### src/logic/pcfg_pkg.sv
// Constants for the 1394 host controller configuration header
package pcfg_pkg;
    // Printed byte offsets
    localparam logic [7:0] OFF_ID = 8'h00;
    localparam logic [7:0] OFF_CMD = 8'h04;
    localparam logic [7:0] OFF_STATUS = 8'h06;
    localparam logic [7:0] OFF_CLASS = 8'h08;
    localparam logic [7:0] OFF_LAT_CLS = 8'h0c;
    localparam logic [7:0] OFF_HDR = 8'h0e;
    localparam logic [7:0] OFF_BAR0 = 8'h10;
    localparam logic [7:0] OFF_BAR1 = 8'h14;
    localparam logic [5:0] IDX_ID = OFF_ID[7:2];
    localparam logic [5:0] IDX_CMD = OFF_CMD[7:2];
    localparam logic [5:0] IDX_CLASS = OFF_CLASS[7:2];
    localparam logic [5:0] IDX_LAT = OFF_LAT_CLS[7:2];
    localparam logic [5:0] IDX_BAR0 = OFF_BAR0[7:2];
    localparam logic [5:0] IDX_BAR1 = OFF_BAR1[7:2];
    // Status word bit positions
    localparam int ST_PARITY = 15;
    localparam int ST_SYS_FAULT = 14;
    localparam int ST_MSTR_ABORT = 13;
    localparam int ST_TABORT_RCV = 12;
    localparam int ST_TABORT_SENT = 11;
    localparam int ST_MDATA_PAR = 8;
    localparam logic [15:0] STATUS_RESET = 16'h0230;
    localparam logic [15:0] STATUS_W1C_MASK = 16'hf900;
    localparam logic [1:0] DEVSEL_MEDIUM = 2'h1;
    localparam logic BACK_TO_BACK_CAP = 1'h0;
    localparam logic USER_FEATURE = 1'h0;
    localparam logic FAST_CLOCK_CAP = 1'h1;
    localparam logic CAP_CHAIN = 1'h1;
    localparam logic [2:0] STATUS_RSVD = 3'h0;
    // Command register bits kept here
    localparam int CMD_PARITY_RESP = 6;
    localparam int CMD_SYS_FAULT_EN = 8;
    localparam int CMD_INT_DISABLE = 10;
    localparam logic [31:0] CMD_WR_MASK = 32'h0000_0540;
    // Fixed codes
    localparam logic [7:0] PRIMARY_CATEGORY = 8'h0c;
    localparam logic [7:0] SUB_CATEGORY = 8'h00;
    localparam logic [7:0] PROGRAMMING_MODEL = 8'h10;
    localparam logic [7:0] HEADER_KIND = 8'h00;
    localparam logic [7:0] SELF_TEST_CODE = 8'h00;
    localparam logic [31:0] LAT_WR_MASK = 32'h0000_ffff;
    localparam logic [31:0] BAR0_WR_MASK = 32'hffff_f800;
    localparam logic [31:0] BAR1_WR_MASK = 32'hffff_c000;
    // Bus commands and type-0 address code
    localparam logic [3:0] CMD_CFG_READ = 4'ha;
    localparam logic [3:0] CMD_CFG_WRITE = 4'hb;
    localparam logic [1:0] CFG_TYPE0 = 2'h0;
    localparam int SYNC_W = 42;
endpackage

### src/logic/pcfg_lat_if.sv
// Bundle between the configuration target and the latency timer
`timescale 1ns/1ps
interface pcfg_lat_if;
    logic tick;
    logic start;
    logic done;
    logic gnt_n;
    logic [7:0] limit;
    logic expired;
    logic end_req;
    modport ctrl (output tick, output start, output done, output gnt_n, output limit,
                  input expired, input end_req);
    modport timer (input tick, input start, input done, input gnt_n, input limit,
                   output expired, output end_req);
endinterface

### src/logic/pcfg_sync.sv
// Two-stage synchroniser for the bus pins
`timescale 1ns/1ps
module pcfg_sync #(
    parameter int W = 8
) (
    input wire logic clk_sys,
    input wire logic resetn,
    input wire logic [W-1:0] async_in,
    output logic [W-1:0] sync_out
);
    logic [W-1:0] meta_q;

    for (genvar i = 0; i < W; i++) begin : g_bit
        always_ff @(posedge clk_sys or negedge resetn) begin
            if (!resetn) begin
                meta_q[i] <= 1'b0;
                sync_out[i] <= 1'b0;
            end else begin
                meta_q[i] <= async_in[i];
                sync_out[i] <= meta_q[i];
            end
        end
    end
endmodule

### src/logic/pcfg_lat.sv
// Initiator latency timer
`timescale 1ns/1ps
module pcfg_lat (
    input wire logic clk_sys,
    input wire logic resetn,
    pcfg_lat_if.timer lat
);
    import pcfg_pkg::*;
    logic run_q;
    logic [7:0] count_q;
    wire logic at_limit = count_q >= lat.limit;

    // Count from zero once the initiator frame starts
    always_ff @(posedge clk_sys or negedge resetn) begin
        if (!resetn) begin
            run_q <= 1'b0;
            count_q <= 8'h00;
        end else if (lat.start) begin
            run_q <= 1'b1;
            count_q <= 8'h00;
        end else if (lat.done) begin
            run_q <= 1'b0;
        end else if (run_q && lat.tick && !at_limit) begin
            count_q <= count_q + 8'h01;
        end
    end

    assign lat.expired = run_q && at_limit;
    assign lat.end_req = lat.expired && lat.gnt_n;

    chk_lat_end_grant: assert property (@(posedge clk_sys) disable iff (!resetn)
        lat.end_req |-> run_q && count_q >= lat.limit && lat.gnt_n)
        else $error("latency end request without expiry and lost grant");
    chk_lat_restart: assert property (@(posedge clk_sys) disable iff (!resetn)
        lat.start |=> count_q == 8'h00 && run_q)
        else $error("latency timer did not restart from zero");
endmodule

### src/logic/pcfg_top.sv
// Configuration header target of the 1394 host controller function
`timescale 1ns/1ps
module pcfg_top #(
    parameter logic [15:0] VENDOR_CODE = 16'h1234, // arbitrary value
    parameter logic [15:0] DEVICE_CODE = 16'h5678, // arbitrary value
    parameter logic [7:0] SILICON_REVISION = 8'h5a // arbitrary value
) (
    input wire logic clk_sys,
    input wire logic resetn,
    input wire logic pci_clk,
    input wire logic frame_n,
    input wire logic irdy_n,
    input wire logic idsel,
    input wire logic gnt_n,
    input wire logic [3:0] cbe_n,
    input wire logic [31:0] ad_in,
    output logic [31:0] ad_out,
    output logic ad_oe_n,
    output logic par_out,
    output logic par_oe_n,
    output logic devsel_out,
    output logic devsel_oe_n,
    output logic trdy_out,
    output logic trdy_oe_n,
    output logic stop_out,
    output logic stop_oe_n,
    input wire logic perr_n_in,
    output logic perr_out,
    output logic perr_oe_n,
    output logic serr_out,
    output logic serr_oe_n,
    output logic inta_out,
    output logic inta_oe_n,
    input wire logic addr_parity_evt,
    input wire logic data_parity_evt,
    input wire logic master_abort_evt,
    input wire logic target_abort_rcv_evt,
    input wire logic target_abort_sig_evt,
    input wire logic master_data_phase,
    input wire logic int_condition,
    input wire logic init_frame_start,
    input wire logic init_done,
    output logic init_end_request,
    output logic [7:0] line_size_setting,
    output logic [20:0] host_ctrl_window_pointer,
    output logic [17:0] extension_window_pointer
);
    import pcfg_pkg::*;

    typedef enum {S_IDLE, S_DATA, S_TURN} pcfg_state_t;

    pcfg_state_t state_q;
    logic [SYNC_W-1:0] sync_v;
    logic clk_prev_q;
    logic [5:0] idx_q;
    logic wr_q;
    logic [15:0] st_q;
    logic [31:0] cmd_q;
    logic [31:0] lat_q;
    logic [31:0] bar0_q;
    logic [31:0] bar1_q;
    logic int_q;
    logic serr_q;
    logic perr_q;
    pcfg_lat_if lat_bus ();

    pcfg_sync #(.W(SYNC_W)) u_sync (
        .clk_sys(clk_sys),
        .resetn(resetn),
        .async_in({pci_clk, frame_n, irdy_n, idsel, gnt_n, perr_n_in, cbe_n, ad_in}),
        .sync_out(sync_v)
    );

    pcfg_lat u_lat (
        .clk_sys(clk_sys),
        .resetn(resetn),
        .lat(lat_bus.timer)
    );

    // Synchronised pins
    wire logic clk_s = sync_v[41];
    wire logic frame_n_s = sync_v[40];
    wire logic irdy_n_s = sync_v[39];
    wire logic idsel_s = sync_v[38];
    wire logic gnt_n_s = sync_v[37];
    wire logic perr_n_s = sync_v[36];
    wire logic [3:0] cbe_n_s = sync_v[35:32];
    wire logic [31:0] ad_s = sync_v[31:0];
    // Act mid-period, where the host holds the bus stable
    wire logic pci_fall = clk_prev_q && !clk_s;

    wire logic cfg_hit = pci_fall && state_q == S_IDLE && !frame_n_s && idsel_s
        && (cbe_n_s == CMD_CFG_READ || cbe_n_s == CMD_CFG_WRITE) && ad_s[1:0] == CFG_TYPE0;
    wire logic xfer = pci_fall && state_q == S_DATA && !irdy_n_s;
    wire logic wr_fire = xfer && wr_q;
    wire logic [31:0] lane = {{8{!cbe_n_s[3]}}, {8{!cbe_n_s[2]}}, {8{!cbe_n_s[1]}},
                              {8{!cbe_n_s[0]}}};

    // Status word assembly
    wire logic [15:0] status_word = {st_q[15:11], DEVSEL_MEDIUM, st_q[ST_MDATA_PAR],
        BACK_TO_BACK_CAP, USER_FEATURE, FAST_CLOCK_CAP, CAP_CHAIN,
        int_q, STATUS_RSVD};
    wire logic [31:0] read_mux =
        (ad_s[7:2] == IDX_ID) ? {DEVICE_CODE, VENDOR_CODE} :
        (ad_s[7:2] == IDX_CMD) ? {status_word, cmd_q[15:0]} :
        (ad_s[7:2] == IDX_CLASS) ? {PRIMARY_CATEGORY, SUB_CATEGORY, PROGRAMMING_MODEL,
                                    SILICON_REVISION} :
        (ad_s[7:2] == IDX_LAT) ? {SELF_TEST_CODE, HEADER_KIND, lat_q[15:0]} :
        (ad_s[7:2] == IDX_BAR0) ? bar0_q :
        (ad_s[7:2] == IDX_BAR1) ? bar1_q : 32'h0000_0000;

    // Sticky flags: hardware set wins over a software clear
    wire logic sys_fault_go = addr_parity_evt && cmd_q[CMD_SYS_FAULT_EN];
    wire logic mdata_par_go = pci_fall && master_data_phase && !perr_n_s
        && cmd_q[CMD_PARITY_RESP];
    wire logic [15:0] st_set = {addr_parity_evt || data_parity_evt, sys_fault_go,
        master_abort_evt, target_abort_rcv_evt, target_abort_sig_evt,
        2'h0, mdata_par_go, 8'h00};
    wire logic [15:0] st_clr = (wr_fire && idx_q == IDX_CMD) ?
        ad_s[31:16] & lane[31:16] & STATUS_W1C_MASK : 16'h0000;
    wire logic [15:0] st_d = (st_q & ~st_clr) | st_set;

    function automatic logic [31:0] merge(input logic [31:0] old, input logic [31:0] nw,
                                          input logic [31:0] en);
        return (old & ~en) | (nw & en);
    endfunction

    always_ff @(posedge clk_sys or negedge resetn) begin
        if (!resetn) begin
            clk_prev_q <= 1'b0;
            st_q <= STATUS_RESET & STATUS_W1C_MASK;
            int_q <= 1'b0;
        end else begin
            clk_prev_q <= clk_s;
            st_q <= st_d;
            int_q <= int_condition;
        end
    end

    // Writable registers with byte enables and per-register write masks
    always_ff @(posedge clk_sys or negedge resetn) begin
        if (!resetn) begin
            cmd_q <= 32'h0000_0000;
            lat_q <= 32'h0000_0000;
            bar0_q <= 32'h0000_0000;
            bar1_q <= 32'h0000_0000;
        end else if (wr_fire) begin
            if (idx_q == IDX_CMD) cmd_q <= merge(cmd_q, ad_s, lane & CMD_WR_MASK);
            if (idx_q == IDX_LAT) lat_q <= merge(lat_q, ad_s, lane & LAT_WR_MASK);
            if (idx_q == IDX_BAR0) bar0_q <= merge(bar0_q, ad_s, lane & BAR0_WR_MASK);
            if (idx_q == IDX_BAR1) bar1_q <= merge(bar1_q, ad_s, lane & BAR1_WR_MASK);
        end
    end

    // Configuration target handshake
    always_ff @(posedge clk_sys or negedge resetn) begin
        if (!resetn) begin
            state_q <= S_IDLE;
            idx_q <= 6'h00;
            wr_q <= 1'b0;
            ad_out <= 32'h0000_0000;
            ad_oe_n <= 1'b1;
            par_out <= 1'b0;
            par_oe_n <= 1'b1;
            devsel_out <= 1'b1;
            devsel_oe_n <= 1'b1;
            trdy_out <= 1'b1;
            trdy_oe_n <= 1'b1;
        end else if (pci_fall) begin
            unique case (state_q)
                S_IDLE: begin
                    par_oe_n <= 1'b1;
                    devsel_oe_n <= 1'b1;
                    trdy_oe_n <= 1'b1;
                    if (cfg_hit) begin
                        state_q <= S_DATA;
                        idx_q <= ad_s[7:2];
                        wr_q <= cbe_n_s == CMD_CFG_WRITE;
                        ad_out <= read_mux;
                        ad_oe_n <= cbe_n_s == CMD_CFG_WRITE;
                        devsel_out <= 1'b0;
                        devsel_oe_n <= 1'b0;
                        trdy_out <= 1'b0;
                        trdy_oe_n <= 1'b0;
                    end
                end
                S_DATA: begin
                    if (!irdy_n_s) begin
                        state_q <= S_TURN;
                        ad_oe_n <= 1'b1;
                        par_out <= ^{ad_out, cbe_n_s};
                        par_oe_n <= wr_q;
                        devsel_out <= 1'b1;
                        trdy_out <= 1'b1;
                    end
                end
                S_TURN: begin
                    state_q <= S_IDLE;
                    par_oe_n <= 1'b1;
                    devsel_oe_n <= 1'b1;
                    trdy_oe_n <= 1'b1;
                end
            endcase
        end
    end

    // Error lines held until the next falling bus clock edge
    always_ff @(posedge clk_sys or negedge resetn) begin
        if (!resetn) begin
            serr_q <= 1'b0;
            perr_q <= 1'b0;
        end else begin
            if (sys_fault_go) serr_q <= 1'b1;
            else if (pci_fall) serr_q <= 1'b0;
            if (data_parity_evt && cmd_q[CMD_PARITY_RESP]) perr_q <= 1'b1;
            else if (pci_fall) perr_q <= 1'b0;
        end
    end

    assign stop_out = 1'b1;
    assign stop_oe_n = 1'b1;
    assign serr_out = 1'b0;
    assign serr_oe_n = !serr_q;
    assign perr_out = 1'b0;
    assign perr_oe_n = !perr_q;
    assign inta_out = 1'b0;
    assign inta_oe_n = !(int_q && !cmd_q[CMD_INT_DISABLE]);

    assign lat_bus.tick = pci_fall;
    assign lat_bus.start = init_frame_start;
    assign lat_bus.done = init_done;
    assign lat_bus.gnt_n = gnt_n_s;
    assign lat_bus.limit = lat_q[15:8];
    assign init_end_request = lat_bus.end_req;
    assign line_size_setting = lat_q[7:0];
    assign host_ctrl_window_pointer = bar0_q[31:11];
    assign extension_window_pointer = bar1_q[31:14];

    // Status flags, fixed read values and pin gating
    chk_parity_sets: assert property (@(posedge clk_sys) disable iff (!resetn)
        (addr_parity_evt || data_parity_evt) |=> st_q[ST_PARITY])
        else $error("parity flag not set after parity error");
    chk_sys_fault: assert property (@(posedge clk_sys) disable iff (!resetn)
        $rose(serr_q) |-> st_q[ST_SYS_FAULT] && $past(cmd_q[CMD_SYS_FAULT_EN]))
        else $error("system fault drive and flag disagree");
    chk_master_abort: assert property (@(posedge clk_sys) disable iff (!resetn)
        master_abort_evt |=> st_q[ST_MSTR_ABORT])
        else $error("master abort flag not set");
    chk_tabort_rcv: assert property (@(posedge clk_sys) disable iff (!resetn)
        target_abort_rcv_evt |=> st_q[ST_TABORT_RCV])
        else $error("received target abort flag not set");
    chk_abort_signalled: assert property (@(posedge clk_sys) disable iff (!resetn)
        target_abort_sig_evt ##1 !target_abort_sig_evt [*2] |-> st_q[ST_TABORT_SENT]
            || $past(wr_fire))
        else $error("signalled target abort flag lost");
    chk_status_read: assert property (@(posedge clk_sys) disable iff (!resetn)
        cfg_hit && ad_s[7:2] == IDX_CMD && cbe_n_s == CMD_CFG_READ |=>
            ad_out[26:25] == DEVSEL_MEDIUM && ad_out[23:20] == 4'h3 && ad_out[18:16] == 3'h0)
        else $error("status fixed bits read wrong");
    chk_mdata_gate: assert property (@(posedge clk_sys) disable iff (!resetn)
        $rose(st_q[ST_MDATA_PAR]) |-> $past(cmd_q[CMD_PARITY_RESP]) && $past(!perr_n_s))
        else $error("master data parity flag set without cause");
    chk_inta_gate: assert property (@(posedge clk_sys) disable iff (!resetn)
        !inta_oe_n |-> int_q && !cmd_q[CMD_INT_DISABLE] && status_word[3])
        else $error("interrupt driven while masked or idle");
    chk_bar_low_zero: assert property (@(posedge clk_sys) disable iff (!resetn)
        wr_fire ##1 1'b1 |-> bar0_q[10:0] == 11'h000 && bar1_q[13:0] == 14'h0000)
        else $error("window base low bits not zero");
    chk_set_wins: assert property (@(posedge clk_sys) disable iff (!resetn)
        master_abort_evt && st_clr[ST_MSTR_ABORT] |=> st_q[ST_MSTR_ABORT])
        else $error("clear beat a simultaneous set");
    chk_clear_one: assert property (@(posedge clk_sys) disable iff (!resetn)
        st_clr[ST_MSTR_ABORT] && !master_abort_evt |=> !st_q[ST_MSTR_ABORT])
        else $error("write one did not clear flag");
    chk_perr_gate: assert property (@(posedge clk_sys) disable iff (!resetn)
        $fell(perr_oe_n) |-> $past(cmd_q[CMD_PARITY_RESP]))
        else $error("parity error driven while response disabled");
endmodule

### config.mk
export PLATFORM = sky130hd
export DESIGN_NAME = pcfg_top
export DESIGN_NICKNAME = d
export VERILOG_FILES = /design/src/logic/pcfg_pkg.sv /design/src/logic/pcfg_lat_if.sv /design/src/logic/pcfg_sync.sv /design/src/logic/pcfg_lat.sv /design/src/logic/pcfg_top.sv
export SDC_FILE = /design/constraint.sdc
export NUM_CORES = 1
export LEC_CHECK = 0
export BUFFER_PORTS_ARGS = -buffer_cell sky130_fd_sc_hd__buf_2
export CAP_MARGIN = 20
export CELL_PAD_IN_SITES_DETAIL_PLACEMENT = 1
export CELL_PAD_IN_SITES_GLOBAL_PLACEMENT = 1
export CORE_MARGIN = 10
export CORE_UTILIZATION = 44
export CTS_CLUSTER_SIZE = 28
export DETAILED_ROUTE_END_ITERATION = 8
export GPL_ROUTABILITY_DRIVEN = 1
export PLACE_DENSITY = 0.9
export SLEW_MARGIN = 20
export SYNTH_ARGS = -nofsm -noshare
export SYNTH_HDL_FRONTEND = slang
export SYNTH_SLANG_ARGS = --single-unit
### constraint.sdc
create_clock -name clk_sys -period 2.4 [get_ports clk_sys]
set_input_delay 0.36 -clock clk_sys [delete_from_list [all_inputs] [get_ports clk_sys]]
set_output_delay 0.36 -clock clk_sys [all_outputs]
set_load 0.03 [all_outputs]
==> run_results.csv <==
group,metric,value,unit
place,place_area,9244,um^2
worst_setup_path,crit_required,2790,ps
cells_and_area,design_area,10580,um^2
grt,grt.total_usage,20.62,%
cells_and_area,mostFrequentLayoutCells,"dfrtp_1, buf_2, nand2_1",
place,gp_congestion,0.8145,
sta,finClkSkew,12.70,ps
sta,period_share,99.27,%
grt,antenna_found_initial,0,
place,numPortBuffers,142,
worst_setup_path,critical_path.max_fanout,7,
grt,top_usage_layer,"met2",
cells_and_area,syn2layout_area_growth,30.73,%
grt,use_met1,23.95,%
sta,report.final.setup_viol,0,
routing,drcViolationCount,0,
min_path,min_path_type,"input port to flop",
routing,dr_total_vias,5843,
sta,timing.hold.ws,61.48,ps
grt,grt_util_met2,35.96,%
synth,syn_avg_cell_area,12.84,um^2
power,swShare,25.16,%
place,pre_cts_ws,2.683,ps
sta,worst_pin_slew,630.0,ps
cells_and_area,drive_gt1_share,35.86,%
worst_setup_path,crit_type,"flop to flop",
synth,ys_async_sr_fraction,100.0,%
synth,synth.yosys.seq_area_share,64.09,%
sta,slew_headroom,57.61,%
clock_tree,cts_tree,"yes",
power,p_total,8.047,mW
synth,synth_ff_type,"dfrtp_1",
grt,grt_use_met3,5.817,%
die,rows,49,
power,pwr-share-comb,10.9,%
sta,drv_slew,0,
clock_tree,cts_buffers,22,
power,ir_worst_vdd,762.9,uV
clock_tree,cts_sinks,207,
worst_setup_path,reg2reg_slack,20,ps
place,dp_hpwl,17200,um
cells_and_area,layout.nets,925,
outcome,outcome,"finished clean",
grt,grt_max_degree,65,
sta,timing_hold_violations_final,0,
sta,period_needed,2382,ps
die,core_area,18020,um^2
die,die_w,155.6,um
die,initial_core_util,44.88,%
synth,ys_ff_latch,207,
power,p_int,6.023,mW
clock_tree,cts_root_buffer,"clkbuf_16",
die,die_area,24210,um^2
job,maxCapViolCount,0,
worst_setup_path,crit_path_end_kind,"flop",
routing,route.final.wire_length,25580,um
synth,yosysWarningCount,0,
worst_setup_path,arrival,2770,ps
synth,synthCells,630,
clock_tree,clockBufferDepth,3,
die,io_pins,148,
clock_tree,clk_latency,510,ps
power,powerDensity,760.8,nW/um^2
sta,setup_ws,17.51,ps
clock_tree,path_clk_slew,70,ps
synth,synth_area,8090,um^2
sta,fmax,419.7,MHz
power,leakage,5.174,nW
cells_and_area,layout_commonest_cell,"dfrtp_1",
routing,avgRoutedWirePerCell,23.28,um
synth,synth_edf_count,0,
routing,drt-vias-per-instance,5.317,
cells_and_area,diodes,0,
cells_and_area,fillCellCount,1843,
routing,drtAntennaViolNets,0,
synth,ys_types,53,
die,die_y,155.6,um
cells_and_area,regArea,5186,um^2
routing,drt-initial-drc-count,316,
clock_tree,h-tree-depth,1,
power,p_switching,2.024,mW
grt,grt_pass1_vias,6709,
cells_and_area,multi_input_area,2788,um^2
worst_setup_path,cp_slowest_cell,"a2111o_2",
routing,drtPass1Iterations,4,
grt,overflow,0,
worst_setup_path,cp-start-kind,"flop",
worst_setup_path,cpMostUsedCell,"a21o_1",
power,share_clk_of_total_power,42.1,%
grt,grt_first_pass_wirelength,39300,um
power,p_seq_share,46.9,%
worst_setup_path,critical_path.max_stage_delay,550,ps
worst_setup_path,path_cells,"inv_1, ha_4, a21o_1, a21o_1, a2111o_2, a2111oi_4, xnor2_1, nor2_1",
==> Yosys cell counts (2+ instances only) <==
library cell | n | area share (%)
a2111oi_2 | 3 | 0.56
a211oi_1 | 8 | 0.74
a21o_1 | 9 | 0.84
a21oi_1 | 24 | 1.5
a221oi_1 | 8 | 0.87
a22oi_1 | 5 | 0.46
a31oi_1 | 6 | 0.46
and2_1 | 2 | 0.15
and4_1 | 2 | 0.22
buf_4 | 15 | 1.4
clkbuf_1 | 14 | 0.65
conb_1 | 2 | 0.093
dfrtp_1 | 203 | 63
dfstp_2 | 4 | 1.3
ha_1 | 16 | 2.5
inv_1 | 17 | 0.79
mux2_2 | 58 | 8.1
mux2i_1 | 5 | 0.62
nand2_1 | 60 | 2.8
nand2b_1 | 10 | 0.77
nand3_1 | 11 | 0.68
nor2_1 | 51 | 2.4
nor2_2 | 5 | 0.39
nor3_1 | 3 | 0.19
nor4_2 | 2 | 0.31
o21a_1 | 4 | 0.37
o21ai_0 | 10 | 0.62
o21ai_1 | 4 | 0.25
o221ai_1 | 2 | 0.22
o22a_1 | 2 | 0.22
o31ai_1 | 7 | 0.65
xnor2_1 | 35 | 3.8
xor2_1 | 3 | 0.32
==> final timing paths <==
check	cells after the start	end	from
setup / recovery	8	u_lat.count_q[7]	flop
hold / removal	2	st_q[11]	target_abort_sig_evt
setup reg to reg	8	u_lat.count_q[7]	flop
hold reg to reg	0	u_sync.sync_out[36]	u_sync.meta_q[36]
max in group asynchronous	3	par_oe_n	resetn
min in group asynchronous	2	u_sync.meta_q[20]	resetn
==> layer usage <==
layer  vias to the layer above  part of all wire (%)
li1                       2603                     -
met1                      2992                    38
met2                       193                    51
met3                        55                   7.3
met4                         0                   3.3
met5                         -                     0
==> critical path, delay by kind of cell, from the launching register on <==
kind / cells / cell delay, ps
compound gates: 4 / 1320
xor+xnor: 1 / 170
fa+ha+maj: 1 / 210
buf+inv: 1 / 110
flops: 1 / 380
simple gates: 1 / 60
==> stage by stage <==
stage | util, % | TNS [ps] | std cells
global route | 58.68 | -134.4 | 1099
finish | 58.68 | 0 | 1099
CTS | 57.74 | 0 | 1090
floorplan | - | 0 | 633
detailed placement | 51.28 | 0 | 1008
global placement | 51.28 | 0 | 1008
==> layout make-up <==
cell class / instances / share of cell area (%)
inverters: 17 / 0.6033
clock inverters: 4 / 0.4495
flip-flops and latches: 207 / 49.04
well taps: 229 / 2.709
multi-input cells: 377 / 26.36
clock buffers: 34 / 6.305
repair buffers: 231 / 14.54
==> power groups by stage <==
stage	logic [mW]	registers (mW)	clock network [mW]
after floorplan	0.387	3.92	0
after detailed placement	0.803	3.84	0
final	0.880	3.78	3.39
after global placement	0.772	3.82	0
after global routing	0.964	3.79	3.61
after CTS	0.868	3.77	3.45
==> logic make-up after synthesis <==
logic type / Yosys count / synth area share [%]
AO/OA/AOI/OAI: 98 / 8.383
XOR/XNOR: 39 / 4.392
adder cells (fa/ha/maj): 16 / 2.474
buffers and inverters: 49 / 3.078
flip-flops: 207 / 64.09
multiplexers: 63 / 8.692
other: 2 / 0.09283
AND/OR/NAND/NOR: 156 / 8.800
==> what timing repair did <==
| item | 4_1_cts | 5_1_grt |
|---|---|---|
| endpoints found under the setup margin | 2 | 44 |
| gates resized for setup | 4 | 19 |
| hold buffers | 44 | 0 |
| hold endpoints to repair | 100 | 0 |
| pin swaps | 2 | 6 |
| setup buffers | 0 | 9 |
Note: power is estimated with default switching activity, not from simulation.
